### config.mk
export PLATFORM = sky130hd
export DESIGN_NAME = bulk_data_port_control
export DESIGN_NICKNAME = d
export VERILOG_FILES = /design/src/bulk_port_pkg.sv /design/src/bulk_data_port_control.sv
export SDC_FILE = /design/constraint.sdc
export NUM_CORES = 1
export LEC_CHECK = 0
export BUFFER_PORTS_ARGS = -buffer_cell sky130_fd_sc_hd__buf_2
export CAP_MARGIN = 30
export CELL_PAD_IN_SITES_DETAIL_PLACEMENT = 0
export CELL_PAD_IN_SITES_GLOBAL_PLACEMENT = 1
export CORE_AREA = 2 2 128 130
export DETAILED_ROUTE_END_ITERATION = 7
export DIE_AREA = 0 0 130 132
export HOLD_SLACK_MARGIN = 0.1
export PLACE_DENSITY = 0.88
export SYNTH_ARGS = -nofsm -noshare
export SYNTH_HDL_FRONTEND = slang
export SYNTH_SLANG_ARGS = --single-unit
### constraint.sdc
create_clock -name pclk -period 2.2 [get_ports pclk]
set_input_delay 0.22 -clock pclk [delete_from_list [all_inputs] [get_ports pclk]]
set_output_delay 0.22 -clock pclk [all_outputs]
set_load 0.05 [all_outputs]
### src/bulk_port_pkg.sv
// Register map, field positions and reset values of the bulk data port control
`default_nettype none
package bulk_port_pkg;
    // ------------------------------------------------------------
    // Register map
    // ------------------------------------------------------------
    localparam logic [7:0] CTL_ADDR = 8'hD8;
    localparam logic [31:0] CTL_RESET = 32'h001CF000;
    localparam logic [31:0] CTL_WMASK = 32'hFEDFFF00;
    // ------------------------------------------------------------
    // Field positions
    // ------------------------------------------------------------
    localparam int HOLD_BIT = 8;
    localparam int TS_LE_BIT = 9;
    localparam int ISO_LE_BIT = 10;
    localparam int ASY_LE_BIT = 11;
    localparam int BUSY_POL_BIT = 12;
    localparam int AVAIL_POL_BIT = 13;
    localparam int OEN_POL_BIT = 14;
    localparam int IEN_POL_BIT = 15;
    localparam int ONE_WAY_BIT = 16;
    localparam int WR_ONLY_BIT = 17;
    localparam int PEN_POL_BIT = 18;
    localparam int PERR_POL_BIT = 19;
    localparam int VALID_POL_BIT = 20;
    localparam int OMODE_MSB_BIT = 22;
    localparam int OMODE_LSB_BIT = 23;
    localparam int IMODE_MSB_BIT = 25;
    localparam int IMODE_MID_BIT = 26;
    localparam int IMODE_LSB_BIT = 27;
    localparam int PASS_PAD_BIT = 28;
    localparam int OUT_RST_BIT = 29;
    localparam int IN_RST_BIT = 30;
    localparam int FLOAT_BIT = 31;
    // ------------------------------------------------------------
    // Mode codes and stream kinds
    // ------------------------------------------------------------
    localparam logic [2:0] IMODE_A = 3'h2;
    localparam logic [2:0] IMODE_B = 3'h5;
    localparam logic [1:0] STREAM_TS = 2'h0;
    localparam logic [1:0] STREAM_ISO = 2'h1;
    localparam logic [1:0] STREAM_ASY = 2'h2;
endpackage : bulk_port_pkg
`default_nettype wire

### src/bulk_data_port_control.sv
// Control register and pin-side logic of the bulk data port
`default_nettype none
module bulk_data_port_control (
    // Clock and reset
    input wire logic pclk,
    input wire logic presetn,
    // APB slave
    input wire logic psel,
    input wire logic penable,
    input wire logic pwrite,
    input wire logic [7:0] paddr,
    input wire logic [31:0] pwdata,
    output logic [31:0] prdata,
    output logic pready,
    output logic pslverr,
    // Received stream from the link, towards the port
    input wire logic rx_valid,
    input wire logic [31:0] rx_data,
    input wire logic rx_last,
    input wire logic [1:0] rx_bytes,
    input wire logic [1:0] rx_stream,
    input wire logic avail_raw,
    // Port output data bus
    output logic [31:0] out_data,
    output logic out_data_oe,
    output logic [3:0] out_byte_en,
    // Port input data, towards the link
    input wire logic [31:0] in_data,
    input wire logic in_last,
    input wire logic [1:0] in_bytes,
    input wire logic [1:0] in_stream,
    input wire logic input_enable_pin,
    output logic [31:0] tx_data,
    output logic tx_valid,
    output logic tx_last,
    // Link-side status, active high
    input wire logic busy_raw,
    input wire logic pkt_enable_raw,
    input wire logic pkt_error_raw,
    input wire logic valid_raw,
    // Handshake and flag pins
    output logic input_busy,
    output logic output_available,
    output logic output_enable_pin,
    output logic packet_enable_flag,
    output logic packet_error_flag,
    output logic valid_flag,
    // Mode fields for the datapath
    output logic [1:0] output_port_mode,
    output logic [2:0] input_port_mode
);
    // ------------------------------------------------------------
    // Helpers
    // ------------------------------------------------------------
    // Byte reversal when little-endian is selected for the stream
    function automatic logic [31:0] order(input logic [31:0] d, input logic le);
        order = le ? {d[7:0], d[15:8], d[23:16], d[31:24]} : d;
    endfunction

    // Byte mask of a final quadlet; byte 0 sits in the high lane
    function automatic logic [3:0] keep(input logic last, input logic [1:0] n);
        unique case ({last, n})
            3'b101: keep = 4'h8;
            3'b110: keep = 4'hC;
            3'b111: keep = 4'hE;
            default: keep = 4'hF;
        endcase
    endfunction

    // Expand a byte mask to a bit mask
    function automatic logic [31:0] lanes(input logic [3:0] m);
        lanes = {{8{m[3]}}, {8{m[2]}}, {8{m[1]}}, {8{m[0]}}};
    endfunction

    // Little-endian select of a stream kind
    function automatic logic le_of(input logic [31:0] c, input logic [1:0] s);
        unique case (s)
            bulk_port_pkg::STREAM_TS: le_of = c[bulk_port_pkg::TS_LE_BIT];
            bulk_port_pkg::STREAM_ISO: le_of = c[bulk_port_pkg::ISO_LE_BIT];
            bulk_port_pkg::STREAM_ASY: le_of = c[bulk_port_pkg::ASY_LE_BIT];
            default: le_of = 1'b0;
        endcase
    endfunction

    // ------------------------------------------------------------
    // Register bus
    // ------------------------------------------------------------
    logic [31:0] ctl_q;
    logic [31:0] ctl_d;
    logic hit;
    logic wr_take;
    logic [2:0] imode;
    logic mode_a;
    logic mode_b;

    assign hit = paddr == bulk_port_pkg::CTL_ADDR;
    assign wr_take = psel & penable & pready & pwrite & hit;
    assign imode = {ctl_q[bulk_port_pkg::IMODE_MSB_BIT],
                    ctl_q[bulk_port_pkg::IMODE_MID_BIT],
                    ctl_q[bulk_port_pkg::IMODE_LSB_BIT]};
    assign mode_a = imode == bulk_port_pkg::IMODE_A;
    assign mode_b = imode == bulk_port_pkg::IMODE_B;

    // One wait state, then answer; unmapped addresses answer with an error
    always_ff @(posedge pclk or negedge presetn) begin
        if (!presetn) begin
            pready <= 1'b0;
            pslverr <= 1'b0;
            prdata <= 32'h00000000;
        end else begin
            pready <= psel & penable & ~pready;
            pslverr <= psel & penable & ~pready & ~hit;
            if (psel & penable & ~pready) begin
                prdata <= hit ? ctl_q : 32'h00000000;
            end
        end
    end

    // Next control value: writable bits only, init bits fall back to zero
    always_comb begin
        ctl_d = ctl_q;
        ctl_d[bulk_port_pkg::OUT_RST_BIT] = 1'b0;
        ctl_d[bulk_port_pkg::IN_RST_BIT] = 1'b0;
        if (wr_take) begin
            ctl_d = pwdata & bulk_port_pkg::CTL_WMASK;
        end
    end

    // Control register
    always_ff @(posedge pclk or negedge presetn) begin
        if (!presetn) begin
            ctl_q <= bulk_port_pkg::CTL_RESET;
        end else begin
            ctl_q <= ctl_d;
        end
    end

    // Mode fields for the datapath
    always_ff @(posedge pclk or negedge presetn) begin
        if (!presetn) begin
            output_port_mode <= 2'h0;
            input_port_mode <= 3'h0;
        end else begin
            output_port_mode <= {ctl_q[bulk_port_pkg::OMODE_MSB_BIT],
                                 ctl_q[bulk_port_pkg::OMODE_LSB_BIT]};
            input_port_mode <= imode;
        end
    end

    // ------------------------------------------------------------
    // Direction control
    // ------------------------------------------------------------
    logic one_way;
    logic read_ok;
    logic write_ok;
    logic out_rst;
    logic in_rst;

    assign one_way = mode_a & ctl_q[bulk_port_pkg::ONE_WAY_BIT];
    assign write_ok = ~one_way | ctl_q[bulk_port_pkg::WR_ONLY_BIT];
    assign read_ok = ~(one_way & ctl_q[bulk_port_pkg::WR_ONLY_BIT]);
    assign out_rst = ctl_q[bulk_port_pkg::OUT_RST_BIT];
    assign in_rst = ctl_q[bulk_port_pkg::IN_RST_BIT];

    // ------------------------------------------------------------
    // Output side
    // ------------------------------------------------------------
    logic in_pkt_q;
    logic rx_take;
    logic [3:0] rx_keep;
    logic avail_lvl;

    assign rx_take = rx_valid & read_ok;
    assign rx_keep = keep(rx_last, rx_bytes);
    assign avail_lvl = read_ok & (avail_raw | (mode_a & ctl_q[bulk_port_pkg::HOLD_BIT] &
                                               (in_pkt_q | rx_take)));

    // Packet tracking for the held available indication
    always_ff @(posedge pclk or negedge presetn) begin
        if (!presetn) begin
            in_pkt_q <= 1'b0;
        end else if (out_rst) begin
            in_pkt_q <= 1'b0;
        end else if (rx_take) begin
            in_pkt_q <= ~rx_last;
        end
    end

    // Quadlet to the port: pad zeroed, lanes trimmed unless padding passes
    always_ff @(posedge pclk or negedge presetn) begin
        if (!presetn) begin
            out_data <= 32'h00000000;
            out_byte_en <= 4'h0;
        end else if (out_rst) begin
            out_data <= 32'h00000000;
            out_byte_en <= 4'h0;
        end else if (rx_take) begin
            out_data <= order(rx_data & lanes(rx_keep), le_of(ctl_q, rx_stream));
            out_byte_en <= ctl_q[bulk_port_pkg::PASS_PAD_BIT] ? 4'hF
                           : (le_of(ctl_q, rx_stream)
                              ? {rx_keep[0], rx_keep[1], rx_keep[2], rx_keep[3]}
                              : rx_keep);
        end
    end

    // Bus drive and output pins
    always_ff @(posedge pclk or negedge presetn) begin
        if (!presetn) begin
            out_data_oe <= 1'b0;
            output_available <= 1'b0;
            output_enable_pin <= 1'b0;
        end else if (out_rst) begin
            out_data_oe <= 1'b0;
            output_available <= ~ctl_q[bulk_port_pkg::AVAIL_POL_BIT];
            output_enable_pin <= ~ctl_q[bulk_port_pkg::OEN_POL_BIT];
        end else begin
            out_data_oe <= rx_take & ~ctl_q[bulk_port_pkg::FLOAT_BIT];
            output_available <= avail_lvl ~^ ctl_q[bulk_port_pkg::AVAIL_POL_BIT];
            output_enable_pin <= rx_take ~^ ctl_q[bulk_port_pkg::OEN_POL_BIT];
        end
    end

    // ------------------------------------------------------------
    // Input side
    // ------------------------------------------------------------
    logic in_take;
    logic [3:0] in_keep;

    assign in_take = write_ok &
                     (input_enable_pin == ctl_q[bulk_port_pkg::IEN_POL_BIT]);
    assign in_keep = keep(in_last, in_bytes);

    // Quadlets from the port; short final quadlet filled with zeros
    always_ff @(posedge pclk or negedge presetn) begin
        if (!presetn) begin
            tx_data <= 32'h00000000;
            tx_valid <= 1'b0;
            tx_last <= 1'b0;
        end else if (in_rst) begin
            tx_data <= 32'h00000000;
            tx_valid <= 1'b0;
            tx_last <= 1'b0;
        end else begin
            tx_valid <= in_take;
            tx_last <= in_take & in_last;
            if (in_take) begin
                tx_data <= order(in_data, le_of(ctl_q, in_stream)) & lanes(in_keep);
            end
        end
    end

    // Input busy and flag pins
    always_ff @(posedge pclk or negedge presetn) begin
        if (!presetn) begin
            input_busy <= 1'b0;
            packet_enable_flag <= 1'b0;
            packet_error_flag <= 1'b0;
            valid_flag <= 1'b0;
        end else begin
            input_busy <= (busy_raw | in_rst) ~^ ctl_q[bulk_port_pkg::BUSY_POL_BIT];
            packet_enable_flag <= (mode_a | mode_b) &
                (pkt_enable_raw ~^ ctl_q[bulk_port_pkg::PEN_POL_BIT]);
            packet_error_flag <= (mode_a | mode_b) &
                (pkt_error_raw ~^ ctl_q[bulk_port_pkg::PERR_POL_BIT]);
            valid_flag <= mode_b & (valid_raw ~^ ctl_q[bulk_port_pkg::VALID_POL_BIT]);
        end
    end
endmodule : bulk_data_port_control
`default_nettype wire

==> results.py, run 1 <==
metrics = {
    "global_routing": {
        "groute.usage.overall": 0.183,
        "vias_in_the_first_global_route": 4876,
        "number_of_antenna_violations_at_the_first_check_in_global_routing": 1,
        "grt_pass1_wl_mm": 24.6,
        "grt_max_degree": 64,
        "sum_of_overflow_across_all_layers_after_global_routing": 0,
    },
    "placement": {
        "port_buffers": 221,
        "global_placer_s_final_weighted_congestion": 0.815,
        "placedInstanceArea_um2": 7080,
        "dp_worst_setup_slack_ns": 0.258,
        "placedCellCount": 856,
        "dp.final_hpwl_mm": 10.9,
    },
    "min_path": {
        "holdCritStartpoint": "in_data[28]",
        "timing.hold.worst.class": "in -> reg",
    },
    "power": {
        "portion_of_total_power_attributed_to_sequential_cells": 0.413,
        "comb_power_share": 0.184,
        "net-switching-power_mw": 1.87,
        "ir_worst_vdd_mv": 0.470,
        "proportion_of_power_drawn_by_the_clock_network": 0.403,
        "power.density_nw_per_um2": 781,
        "cellLeakagePower_nw": 3.82,
        "p_int_mw": 4.36,
        "switching_share": 0.300,
    },
    "sta": {
        "fin_worst_skew_ns": 0.00874,
        "count_of_final_hold_check_violations": 0,
        "totalNegativeSetupSlack_ns": 0,
        "worst_pin_slew_ns": 0.837,
        "max_freq_ghz": 0.489,
        "timing_max_transition_violations_final": 0,
        "maxSlewHeadroom": 0.440,
        "finalSetupViolations": 0,
        "final_setup_slack_of_the_worst_path_ns": 0.156,
        "layout_min_cycle_time_ns": 2.04,
        "fin_crit_sh": 0.929,
        "grt_setup_unrepaired": "false",
    },
    "route": {
        "detail_route.wl_per_cell_um": 16.8,
        "detail_route.iter0.violations": 172,
        "detailedRoute.firstPassIterationCount": 4,
        "vias_per_cell": 4.96,
        "totalWireLength_mm": 15.6,
        "antenna_left": 0,
        "dr_total_vias": 4579,
        "drc": 0,
    },
    "critical_path": {
        "crit_chain": "mux2i_1 -> o22ai_4 -> buf_6 -> mux2i_1 -> dlygate4sd3_1 -> o2bb2ai_1",
        "worstSetupStartpoint": "ctl_q[9]$_DFFE_PN0P_",
        "critPathCaptureType": "flop",
        "worstSetupPathType": "reg -> reg",
        "crit_slowest_cell": "dlygate4sd3_1",
        "crit_family": "buffers and inverters",
        "critPathBufInv": 2,
        "critical_path.max_stage_delay_ns": 0.56,
        "startpoint_type": "flop",
        "path_max_fanout": 32,
        "critical_path_required_ns": 2.48,
        "reg2reg_from": "ctl_q[9]$_DFFE_PN0P_",
        "worst-endpoint-arrival_ns": 2.32,
        "path_common_cell": "mux2i_1",
    },
    "clock_tree": {
        "clk_root_buffer_cell": "clkbuf_16",
        "cts_buffer_depth": 2,
        "clk_latency_ns": 0.41,
        "tritoncts_clock_tree": "done",
        "worst_setup_hold_path_clk_slew_ns": 0.06,
        "ctsHtreeMaxLevel": 4,
        "postCtsSetupBuffers": 0,
        "clkSinkCount": 129,
        "cts_made_buffers": 17,
    },
    "logic_synthesis": {
        "synth.cell_area_um2": 5770,
        "synth_seq_cells": 129,
        "yosys-top-cells-count": "dfrtp_1 (122), mux2i_1 (67), o2bb2ai_1 (48)",
        "yosys.cell_types.count": 43,
        "ys_dominant_reg_cell": "dfrtp_1",
        "yosysMostFrequentCell": "dfrtp_1",
        "asyncSetResetFlopFracSynth": 1.00,
        "synth_warnings": 0,
        "postSynthAreaPerCell_um2": 13.3,
        "biggest_area_contributors_in_the_synthesized_netlist": "dfrtp_1 (53%), mux2i_1 (12%), o2bb2ai_1 (7.3%)",
        "synth_enable_flop_cells": 0,
        "fraction_of_synthesized_cell_area_taken_by_the_top_area_cell_type": 0.530,
        "yosys_top_cell_by_area": "dfrtp_1",
        "seq_area_frac_synth": 0.561,
        "syn-instance-count": 434,
    },
    "layout": {
        "relative_area_change_from_synthesis_to_final_layout_pct": 38.5,
        "final_core_util": 0.508,
        "fillerInstances": 1419,
        "finish.net_count": 822,
        "register_area_um2": 3240,
        "post-route-cell-area_um2": 7990,
        "diodes": 0,
        "final_cells": 924,
        "drive_above_1_share": 0.445,
        "multi_input_logic_area_um2": 2310,
    },
    "die": {
        "top_level_ports": 242,
        "core_area_um2": 15700,
        "die-area_um2": 17200,
        "chip_width_um": 130,
        "die_h_um": 132,
        "start_util": 0.367,
        "row_count": 46,
    },
    "outcome": {
        "run_status": "complete, no violations",
    },
    "job": {
        "drv_cap": 0,
    },
}
-- power by group through the flow --
stage	sequential, mW	clock [mW]	combinational, mW
detailed placement	2.61	0	1.10
finish	2.58	2.51	1.15
global route	2.59	2.69	1.22
global placement	2.61	0	1.08
CTS	2.57	2.59	1.15
floorplan	3.06	0	0.289
-- metal layers --
| layer | track usage | share of wire | up-vias |
|---|---|---|---|
| met5 | 0 | 0 | - |
| met4 | 0.0562 | 0.016 | 0 |
| met3 | 0.0649 | 0.067 | 23 |
| met2 | 0.311 | 0.50 | 163 |
| met1 | 0.215 | 0.42 | 2273 |
| li1 | - | - | 2120 |
-- placed cells by master, fill, tap and decap left out, types with 2 or more instances in the layout --
cell           count
o2bb2ai_1         48
dfstp_2            7
clkinv_2           4
clkbuf_8           3
nor2_2             3
nand3b_1           4
clkbuf_16         17
clkbuf_1           2
o21ai_0           11
a22o_2            18
nor4b_1            2
conb_1            10
buf_6              2
inv_1              7
buf_2            220
clkinvlp_4         4
o211ai_1           2
dlygate4sd3_1     37
a22o_1            22
nand2_1           12
dfrtp_1          122
xnor2_1            3
nand2b_1           4
and2_1            11
buf_4              7
buf_12             3
mux2_2            20
nand4_1            2
xor2_1             6
nor2_1             8
o21a_1             2
mux2i_1           67
-- cell type report --
cell class                 instances  area share
clock buffer                      22      0.0594
clock inverter                     9     0.00736
tap                              216      0.0338
inverter                           7     0.00329
multi-input combinational        272       0.290
sequential                       129       0.405
timing repair buffer             269       0.201
-- worst reg2reg max path: stages, from the launching register on --
cell           delay [ns]
dfrtp_1              0.40
mux2i_1              0.13
o22ai_4              0.16
buf_6                0.35
mux2i_1              0.25
dlygate4sd3_1        0.56
o2bb2ai_1            0.05
-- stage by stage --
step / hold slack (ns) / power [mW]
after global routing: 0.110 / 6.50
after global placement: 0.229 / 3.69
after CTS: 0.101 / 6.32
after detailed placement: 0.246 / 3.71
after floorplan: -0.0756 / 3.35
final: 0.119 / 6.24
-- sequential cells by signal (all words and copies together), names as in the netlist, 2 cells and up --
name,cells
input_port_mode,3
out_byte_en,4
out_data,32
prdata,22
tx_data,32
ctl_q,22
output_port_mode,2
-- worst paths after layout --
| check | to | cells past startpoint | slack [ns] |
|---|---|---|---|
| max in group asynchronous | out_data[18]$_DFFE_PN0P_ | 3 | 1.11 |
| setup / recovery | tx_data[7]$_DFFE_PN0P_ | 6 | 0.16 |
| setup reg to reg | tx_data[7]$_DFFE_PN0P_ | 6 | 0.16 |
| min in group asynchronous | prdata[19]$_DFFE_PN0P_ | 2 | 0.35 |
| hold / removal | tx_data[4]$_DFFE_PN0P_ | 3 | 0.12 |
| hold reg to reg | output_port_mode[1]$_DFF_PN0_ | 0 | 0.41 |
-- cell families after synthesis --
group	count (synthesis)	synth area share
AOI/OAI and AO/OA	113	0.168
xor gates and xnor gates	9	0.0137
buffers and inverters	42	0.0477
DFF	129	0.561
muxes	87	0.155
other	1	0.000650
and+or+nand+nor	53	0.0534
-- repair_timing --
action	in CTS	in global routing
hold endpoints to repair	88	0
endpoints found under the setup margin	0	1
resized for setup	0	1
hold buffers	37	0
Power figures use the tool's default switching activity.
==> inputs of run 2 (changes only) <==
--- a/config.mk
+++ b/config.mk
@@ -9,11 +9,12 @@
 export CAP_MARGIN = 30
 export CELL_PAD_IN_SITES_DETAIL_PLACEMENT = 0
 export CELL_PAD_IN_SITES_GLOBAL_PLACEMENT = 1
-export CORE_AREA = 2 2 128 130
+export CORE_AREA = 2 2 127 129
+export CTS_BUF_LIST = sky130_fd_sc_hd__clkbuf_4 sky130_fd_sc_hd__clkbuf_8
 export DETAILED_ROUTE_END_ITERATION = 7
-export DIE_AREA = 0 0 130 132
+export DIE_AREA = 0 0 129 131
 export HOLD_SLACK_MARGIN = 0.1
-export PLACE_DENSITY = 0.88
+export PLACE_DENSITY = 0.89
 export SYNTH_ARGS = -nofsm -noshare
 export SYNTH_HDL_FRONTEND = slang
 export SYNTH_SLANG_ARGS = --single-unit
==> run 2 against run 1 <==
  * Sequential share of layout area down 1.7 points
  * Via count grew 6.2%
  * Worst hold slack better by 0.038 ns
  * Routed wire length up 7.8%
  * Clock skew is 0.0072 ns higher
==> results.py, run 2 (synthesis results as in run 1) <==
metrics = {
    "outcome": {
        "run_status": "complete, no violations",
    },
    "clock_tree": {
        "cts_made_buffers": 17,
        "ctsHtreeMaxLevel": 4,
        "clkSinkCount": 129,
        "worst_setup_hold_path_clk_slew_ns": 0.08,
        "tritoncts_clock_tree": "done",
        "cts_buffer_depth": 2,
        "clk_root_buffer_cell": "clkbuf_8",
        "clk_latency_ns": 0.45,
        "postCtsSetupBuffers": 0,
    },
    "global_routing": {
        "grt_max_degree": 64,
        "groute.usage.overall": 0.200,
        "vias_in_the_first_global_route": 5298,
        "sum_of_overflow_across_all_layers_after_global_routing": 0,
        "number_of_antenna_violations_at_the_first_check_in_global_routing": 0,
        "grt_pass1_wl_mm": 26.2,
    },
    "sta": {
        "fin_worst_skew_ns": 0.0159,
        "count_of_final_hold_check_violations": 0,
        "layout_min_cycle_time_ns": 2.05,
        "worst_pin_slew_ns": 0.736,
        "maxSlewHeadroom": 0.508,
        "grt_setup_unrepaired": "false",
        "timing_max_transition_violations_final": 0,
        "hold-worst-slack_ns": 0.157,
        "finalSetupViolations": 0,
        "totalNegativeSetupSlack_ns": 0,
        "final_setup_slack_of_the_worst_path_ns": 0.148,
        "max_freq_ghz": 0.487,
        "fin_crit_sh": 0.933,
    },
    "layout": {
        "finish.net_count": 871,
        "multi_input_logic_area_um2": 2310,
        "regs_by_ff_count": "out_data x32, tx_data x32",
        "final_cell_mix": "buf_2 (220), dfrtp_1 (122), dlygate4sd3_1 (84)",
        "final_core_util": 0.534,
        "relative_area_change_from_synthesis_to_final_layout_pct": 44.6,
        "diodes": 0,
        "post-route-cell-area_um2": 8330,
        "mostFrequentLayoutCell": "buf_2",
        "register_area_um2": 3240,
        "drive_above_1_share": 0.422,
        "fillerInstances": 1314,
    },
    "route": {
        "antenna_left": 0,
        "detail_route.wl_per_cell_um": 17.2,
        "totalWireLength_mm": 16.8,
        "vias_per_cell": 4.99,
        "drc": 0,
        "detail_route.iter0.violations": 185,
        "detailedRoute.firstPassIterationCount": 4,
        "dr_total_vias": 4864,
    },
    "min_path": {
        "holdCritStartpoint": "in_data[24]",
        "timing.hold.worst.class": "in -> reg",
        "hold-path-endpoint": "tx_data[24]$_DFFE_PN0P_",
        "worst_hold_path.num_cells": 3,
    },
    "placement": {
        "global_placer_s_final_weighted_congestion": 0.772,
        "placedInstanceArea_um2": 7090,
        "dp_worst_setup_slack_ns": 0.235,
        "port_buffers": 221,
        "dp.final_hpwl_mm": 11.2,
    },
    "critical_path": {
        "cells_on_worst_reg2reg_path": 6,
        "worstSetupPathType": "reg -> reg",
        "crit_chain": "mux2i_1 -> o22ai_4 -> buf_8 -> mux2i_1 -> dlygate4sd3_1 -> o2bb2ai_1",
        "startpoint_type": "flop",
        "path_common_cell": "mux2i_1",
        "critPathBufInv": 2,
        "reg2reg_from": "ctl_q[9]$_DFFE_PN0P_",
        "regToRegEndpoint": "tx_data[19]$_DFFE_PN0P_",
        "path_max_fanout": 32,
        "critical_path.max_stage_delay_ns": 0.59,
        "critical_path_required_ns": 2.53,
        "crit_slowest_cell": "dlygate4sd3_1",
        "crit_family": "buffers and inverters",
        "critPathCaptureType": "flop",
        "worst-endpoint-arrival_ns": 2.38,
        "rrSetupSlack_ns": 0.15,
    },
    "die": {
        "core_area_um2": 15600,
        "die-area_um2": 16900,
        "die_h_um": 131,
        "top_level_ports": 242,
        "row_count": 46,
        "start_util": 0.370,
        "chip_width_um": 129,
    },
    "power": {
        "switching_share": 0.336,
        "ir_worst_vdd_mv": 0.424,
        "proportion_of_power_drawn_by_the_clock_network": 0.346,
        "comb_power_share": 0.211,
        "power.density_nw_per_um2": 697,
        "portion_of_total_power_attributed_to_sequential_cells": 0.443,
        "p_int_mw": 3.86,
        "net-switching-power_mw": 1.95,
        "cellLeakagePower_nw": 3.96,
    },
    "job": {
        "drv_cap": 0,
    },
}
==> run 2: changes by cell type in the layout (fill, tap and decap cells not counted) <==
| cell | delta |
|---|---|
| dlygate4sd3_1 | +47 |
| clkbuf_16 | -17 |
| clkbuf_8 | +15 |
| clkinv_2 | -4 |
| inv_6 | +4 |
| buf_4 | +2 |
| clkbuf_1 | -2 |
| clkinv_4 | +2 |
| inv_8 | +2 |
| buf_6 | -1 |
| buf_8 | +1 |
| bufinv_16 | +1 |
==> run 2: power groups by stage <==
stage | clock network (mW) | registers (mW) | logic, mW
2_1_floorplan | 0 | 3.06 | 0.289
4_1_cts | 2.06 | 2.57 | 1.22
6_report | 2.01 | 2.58 | 1.22
3_5_place_dp | 0 | 2.62 | 1.10
3_3_place_gp | 0 | 2.61 | 1.08
5_1_grt | 2.18 | 2.59 | 1.30
==> run 2: per-layer routing <==
metal | vias to the layer above | part of all wire | global-route usage
met2 | 192 | 0.52 | 0.354
met5 | - | 0 | 0
met3 | 35 | 0.063 | 0.0623
li1 | 2222 | - | -
met4 | 0 | 0.023 | 0.0844
met1 | 2415 | 0.40 | 0.224
==> run 2: what timing repair did <==
item | 4_1_cts | 5_1_grt
endpoints found under the hold margin | 128 | 0
endpoints found under the setup margin | 0 | 16
hold buffers | 84 | 0
resized for setup | 0 | 3
==> run 2: area by class of cell <==
class	instances	share of cell area
clock inverter	14	0.0173
multi-input combinational	272	0.278
clock buffer	18	0.0297
inverter	7	0.00315
tap	216	0.0324
timing repair buffer	318	0.251
sequential	129	0.388
==> run 2: worst register-to-register path, stage by stage, from the launching register on <==
cell           delay [ns]
dfrtp_1              0.40
mux2i_1              0.12
o22ai_4              0.17
buf_8                0.30
mux2i_1              0.29
dlygate4sd3_1        0.59
o2bb2ai_1            0.06
==> run 2: worst max path at each step <==
stage                               startpoint                 endpoint  slack, ns  cells past startpoint
final                     ctl_q[9]$_DFFE_PN0P_  tx_data[19]$_DFFE_PN0P_       0.15                      6
after floorplan               pready$_DFF_PN0_    ctl_q[10]$_DFFE_PN0P_       0.58                      4
after global routing      ctl_q[9]$_DFFE_PN0P_  tx_data[19]$_DFFE_PN0P_       0.02                      6
after detailed placement  ctl_q[9]$_DFFE_PN0P_  out_data[0]$_DFFE_PN0P_       0.24                      5
after global placement            rx_stream[1]  out_data[6]$_DFFE_PN0P_       0.35                      6
after CTS                 ctl_q[9]$_DFFE_PN0P_  tx_data[15]$_DFFE_PN0P_       0.06                      6
==> run 2: stage by stage <==
stage                     std cells  total power [mW]
final                           974              5.81
after global routing            974              6.07
after CTS                       974              5.86
after detailed placement        858              3.72
after global placement          858              3.69
after floorplan                 443              3.35
==> inputs of run 3 (changes only) <==
--- a/config.mk
+++ b/config.mk
@@ -5,12 +5,13 @@
 export SDC_FILE = /design/constraint.sdc
 export NUM_CORES = 1
 export LEC_CHECK = 0
-export BUFFER_PORTS_ARGS = -buffer_cell sky130_fd_sc_hd__buf_2
+export BUFFER_PORTS_ARGS = -buffer_cell sky130_fd_sc_hd__clkbuf_2
 export CAP_MARGIN = 30
 export CELL_PAD_IN_SITES_DETAIL_PLACEMENT = 0
 export CELL_PAD_IN_SITES_GLOBAL_PLACEMENT = 1
 export CORE_AREA = 2 2 127 129
 export CTS_BUF_LIST = sky130_fd_sc_hd__clkbuf_4 sky130_fd_sc_hd__clkbuf_8
+export CTS_CLUSTER_DIAMETER = 40
 export DETAILED_ROUTE_END_ITERATION = 7
 export DIE_AREA = 0 0 129 131
 export HOLD_SLACK_MARGIN = 0.1
==> run 3 against run 2 <==
  * The run now ends with design-rule violations left
  * Maximum frequency up 0.56%
  * Total power down 1.6%
  * Sequential share of layout area grew 0.50 points
  * Die area stayed put
  * Routed wire length shrank 5.2%
  * Setup slack gained 0.012 ns
  * Worst hold slack worse by 0.025 ns
  * Critical path depth stayed put
  * Largest power group unchanged
==> results.py, run 3 (synthesis results as in run 1) <==
metrics = {
    "power": {
        "ir_worst_vdd_mv": 0.492,
        "cellLeakagePower_nw": 3.91,
        "net-switching-power_mw": 1.89,
        "proportion_of_power_drawn_by_the_clock_network": 0.338,
        "power.density_nw_per_um2": 694,
        "portion_of_total_power_attributed_to_sequential_cells": 0.452,
        "comb_power_share": 0.210,
        "switching_share": 0.331,
        "p_int_mw": 3.82,
    },
    "clock_tree": {
        "ctsHtreeMaxLevel": 4,
        "worst_setup_hold_path_clk_slew_ns": 0.08,
        "tritoncts_clock_tree": "done",
        "clk_root_buffer_cell": "clkbuf_8",
        "clkSinkCount": 129,
        "cts_buffer_depth": 2,
        "cts_made_buffers": 17,
        "clk_latency_ns": 0.44,
    },
    "sta": {
        "fin_crit_sh": 0.928,
        "totalNegativeSetupSlack_ns": 0,
        "maxSlewHeadroom": 0.484,
        "count_of_final_hold_check_violations": 0,
        "grt_setup_unrepaired": "false",
        "max_freq_ghz": 0.490,
        "fin_worst_skew_ns": 0.0123,
        "layout_min_cycle_time_ns": 2.04,
        "timing_max_transition_violations_final": 0,
        "finalSetupViolations": 0,
        "worst_pin_slew_ns": 0.771,
    },
    "layout": {
        "diodes": 0,
        "drive_above_1_share": 0.427,
        "regs_by_ff_count": "out_data x32, tx_data x32",
        "relative_area_change_from_synthesis_to_final_layout_pct": 42.7,
        "mostFrequentLayoutCell": "clkbuf_2",
        "final_cells": 966,
        "post-route-cell-area_um2": 8230,
        "final_core_util": 0.528,
        "finish.net_count": 863,
        "final_cell_mix": "clkbuf_2 (220), dfrtp_1 (122), dlygate4sd3_1 (76)",
    },
    "die": {
        "start_util": 0.370,
        "die-area_um2": 16900,
        "top_level_ports": 242,
        "row_count": 46,
        "chip_width_um": 129,
        "die_h_um": 131,
        "core_area_um2": 15600,
    },
    "placement": {
        "global_placer_s_final_weighted_congestion": 0.767,
        "port_buffers": 221,
        "placedCellCount": 858,
        "placedInstanceArea_um2": 7080,
        "dp.final_hpwl_mm": 11.0,
    },
    "critical_path": {
        "critical_path.max_stage_delay_ns": 0.59,
        "critPathCaptureType": "flop",
        "crit_family": "buffers and inverters",
        "crit_slowest_cell": "dlygate4sd3_1",
        "path_max_fanout": 32,
        "crit_chain": "mux2i_1 -> o22ai_4 -> buf_8 -> mux2i_1 -> dlygate4sd3_1 -> o2bb2ai_1",
        "critical_path_required_ns": 2.51,
        "worstSetupPathType": "reg -> reg",
        "startpoint_type": "flop",
        "critPathBufInv": 2,
        "worst-endpoint-arrival_ns": 2.35,
        "path_common_cell": "mux2i_1",
    },
    "outcome": {
        "run_status": "finished with violations",
        "failed_checks": "design-rule violations",
    },
    "route": {
        "dr_total_vias": 4785,
        "detailedRoute.firstPassIterationCount": 8,
        "drc": 2,
        "totalWireLength_mm": 15.9,
        "antenna_left": 0,
        "detail_route.wl_per_cell_um": 16.5,
        "detail_route.iter0.violations": 144,
        "vias_per_cell": 4.95,
    },
    "job": {
        "drv_cap": 0,
    },
    "global_routing": {
        "grt_pass1_wl_mm": 24.8,
        "vias_in_the_first_global_route": 4983,
        "grt_max_degree": 80,
        "groute.usage.overall": 0.189,
        "sum_of_overflow_across_all_layers_after_global_routing": 0,
        "number_of_antenna_violations_at_the_first_check_in_global_routing": 0,
    },
    "min_path": {
        "timing.hold.worst.class": "in -> reg",
    },
}
[run 3: cell type report]
cell class | count | area, µm²
inverters | 7 | 26.3
clock buffers | 18 | 248
well taps | 216 | 270
clock inverters | 14 | 131
fillers | 1336 | 7370
repair buffers | 310 | 2000
flip-flops and latches | 129 | 3240
multi-input cells | 272 | 2310
[run 3: timing repair]
action / CTS / global route
setup endpoints to repair: 0 / 15
resized for setup: 0 / 3
hold buffers: 76 / 0
endpoints found under the hold margin: 191 / 0
buffers inserted: 0 / 0
[run 3: path summary, 6_finish.rpt]
kind	cells after the start	endpoint	slack (ns)	startpoint
worst max-delay path	6	tx_data[14]$_DFFE_PN0P_	0.16	ctl_q[11]$_DFFE_PN0P_
worst min-delay path	3	tx_data[19]$_DFFE_PN0P_	0.13	in_data[19]
worst max register to register	6	tx_data[14]$_DFFE_PN0P_	0.16	ctl_q[11]$_DFFE_PN0P_
worst min register to register	0	output_port_mode[1]$_DFF_PN0_	0.41	ctl_q[22]$_DFFE_PN0P_
max in group asynchronous	3	tx_data[11]$_DFFE_PN0P_	1.31	presetn
min in group asynchronous	3	ctl_q[30]$_DFF_PN0_	0.35	presetn
[run 3: worst min-delay path, stage by stage]
cell and delay (ns):
clkbuf_2 0.09, mux2i_1 0.12, o2bb2ai_1 0.08
[run 3: metrics by stage]
stage | hold slack, ns | worst slack (ns) | power [mW]
floorplan | -0.0756 | 0.575 | 3.35
global placement | 0.263 | 0.350 | 3.69
detailed placement | 0.268 | 0.237 | 3.72
CTS | 0.103 | 0.0619 | 5.75
global route | 0.105 | 0.0389 | 5.98
finish | 0.132 | 0.159 | 5.71
[run 3: routing by layer]
| layer | part of all wire | vias up | global-route usage |
|---|---|---|---|
| li1 | - | 2206 | - |
| met1 | 0.41 | 2368 | 0.222 |
| met2 | 0.51 | 185 | 0.324 |
| met3 | 0.063 | 26 | 0.0639 |
| met4 | 0.019 | 0 | 0.0678 |
| met5 | 0 | - | 0 |
[run 3: power groups by stage]
stage | Sequential (mW) | Clock (mW) | Combinational, mW
final | 2.58 | 1.93 | 1.20
after global routing | 2.59 | 2.11 | 1.28
after CTS | 2.58 | 1.98 | 1.20
after detailed placement | 2.62 | 0 | 1.09
after global placement | 2.62 | 0 | 1.07
after floorplan | 3.06 | 0 | 0.289
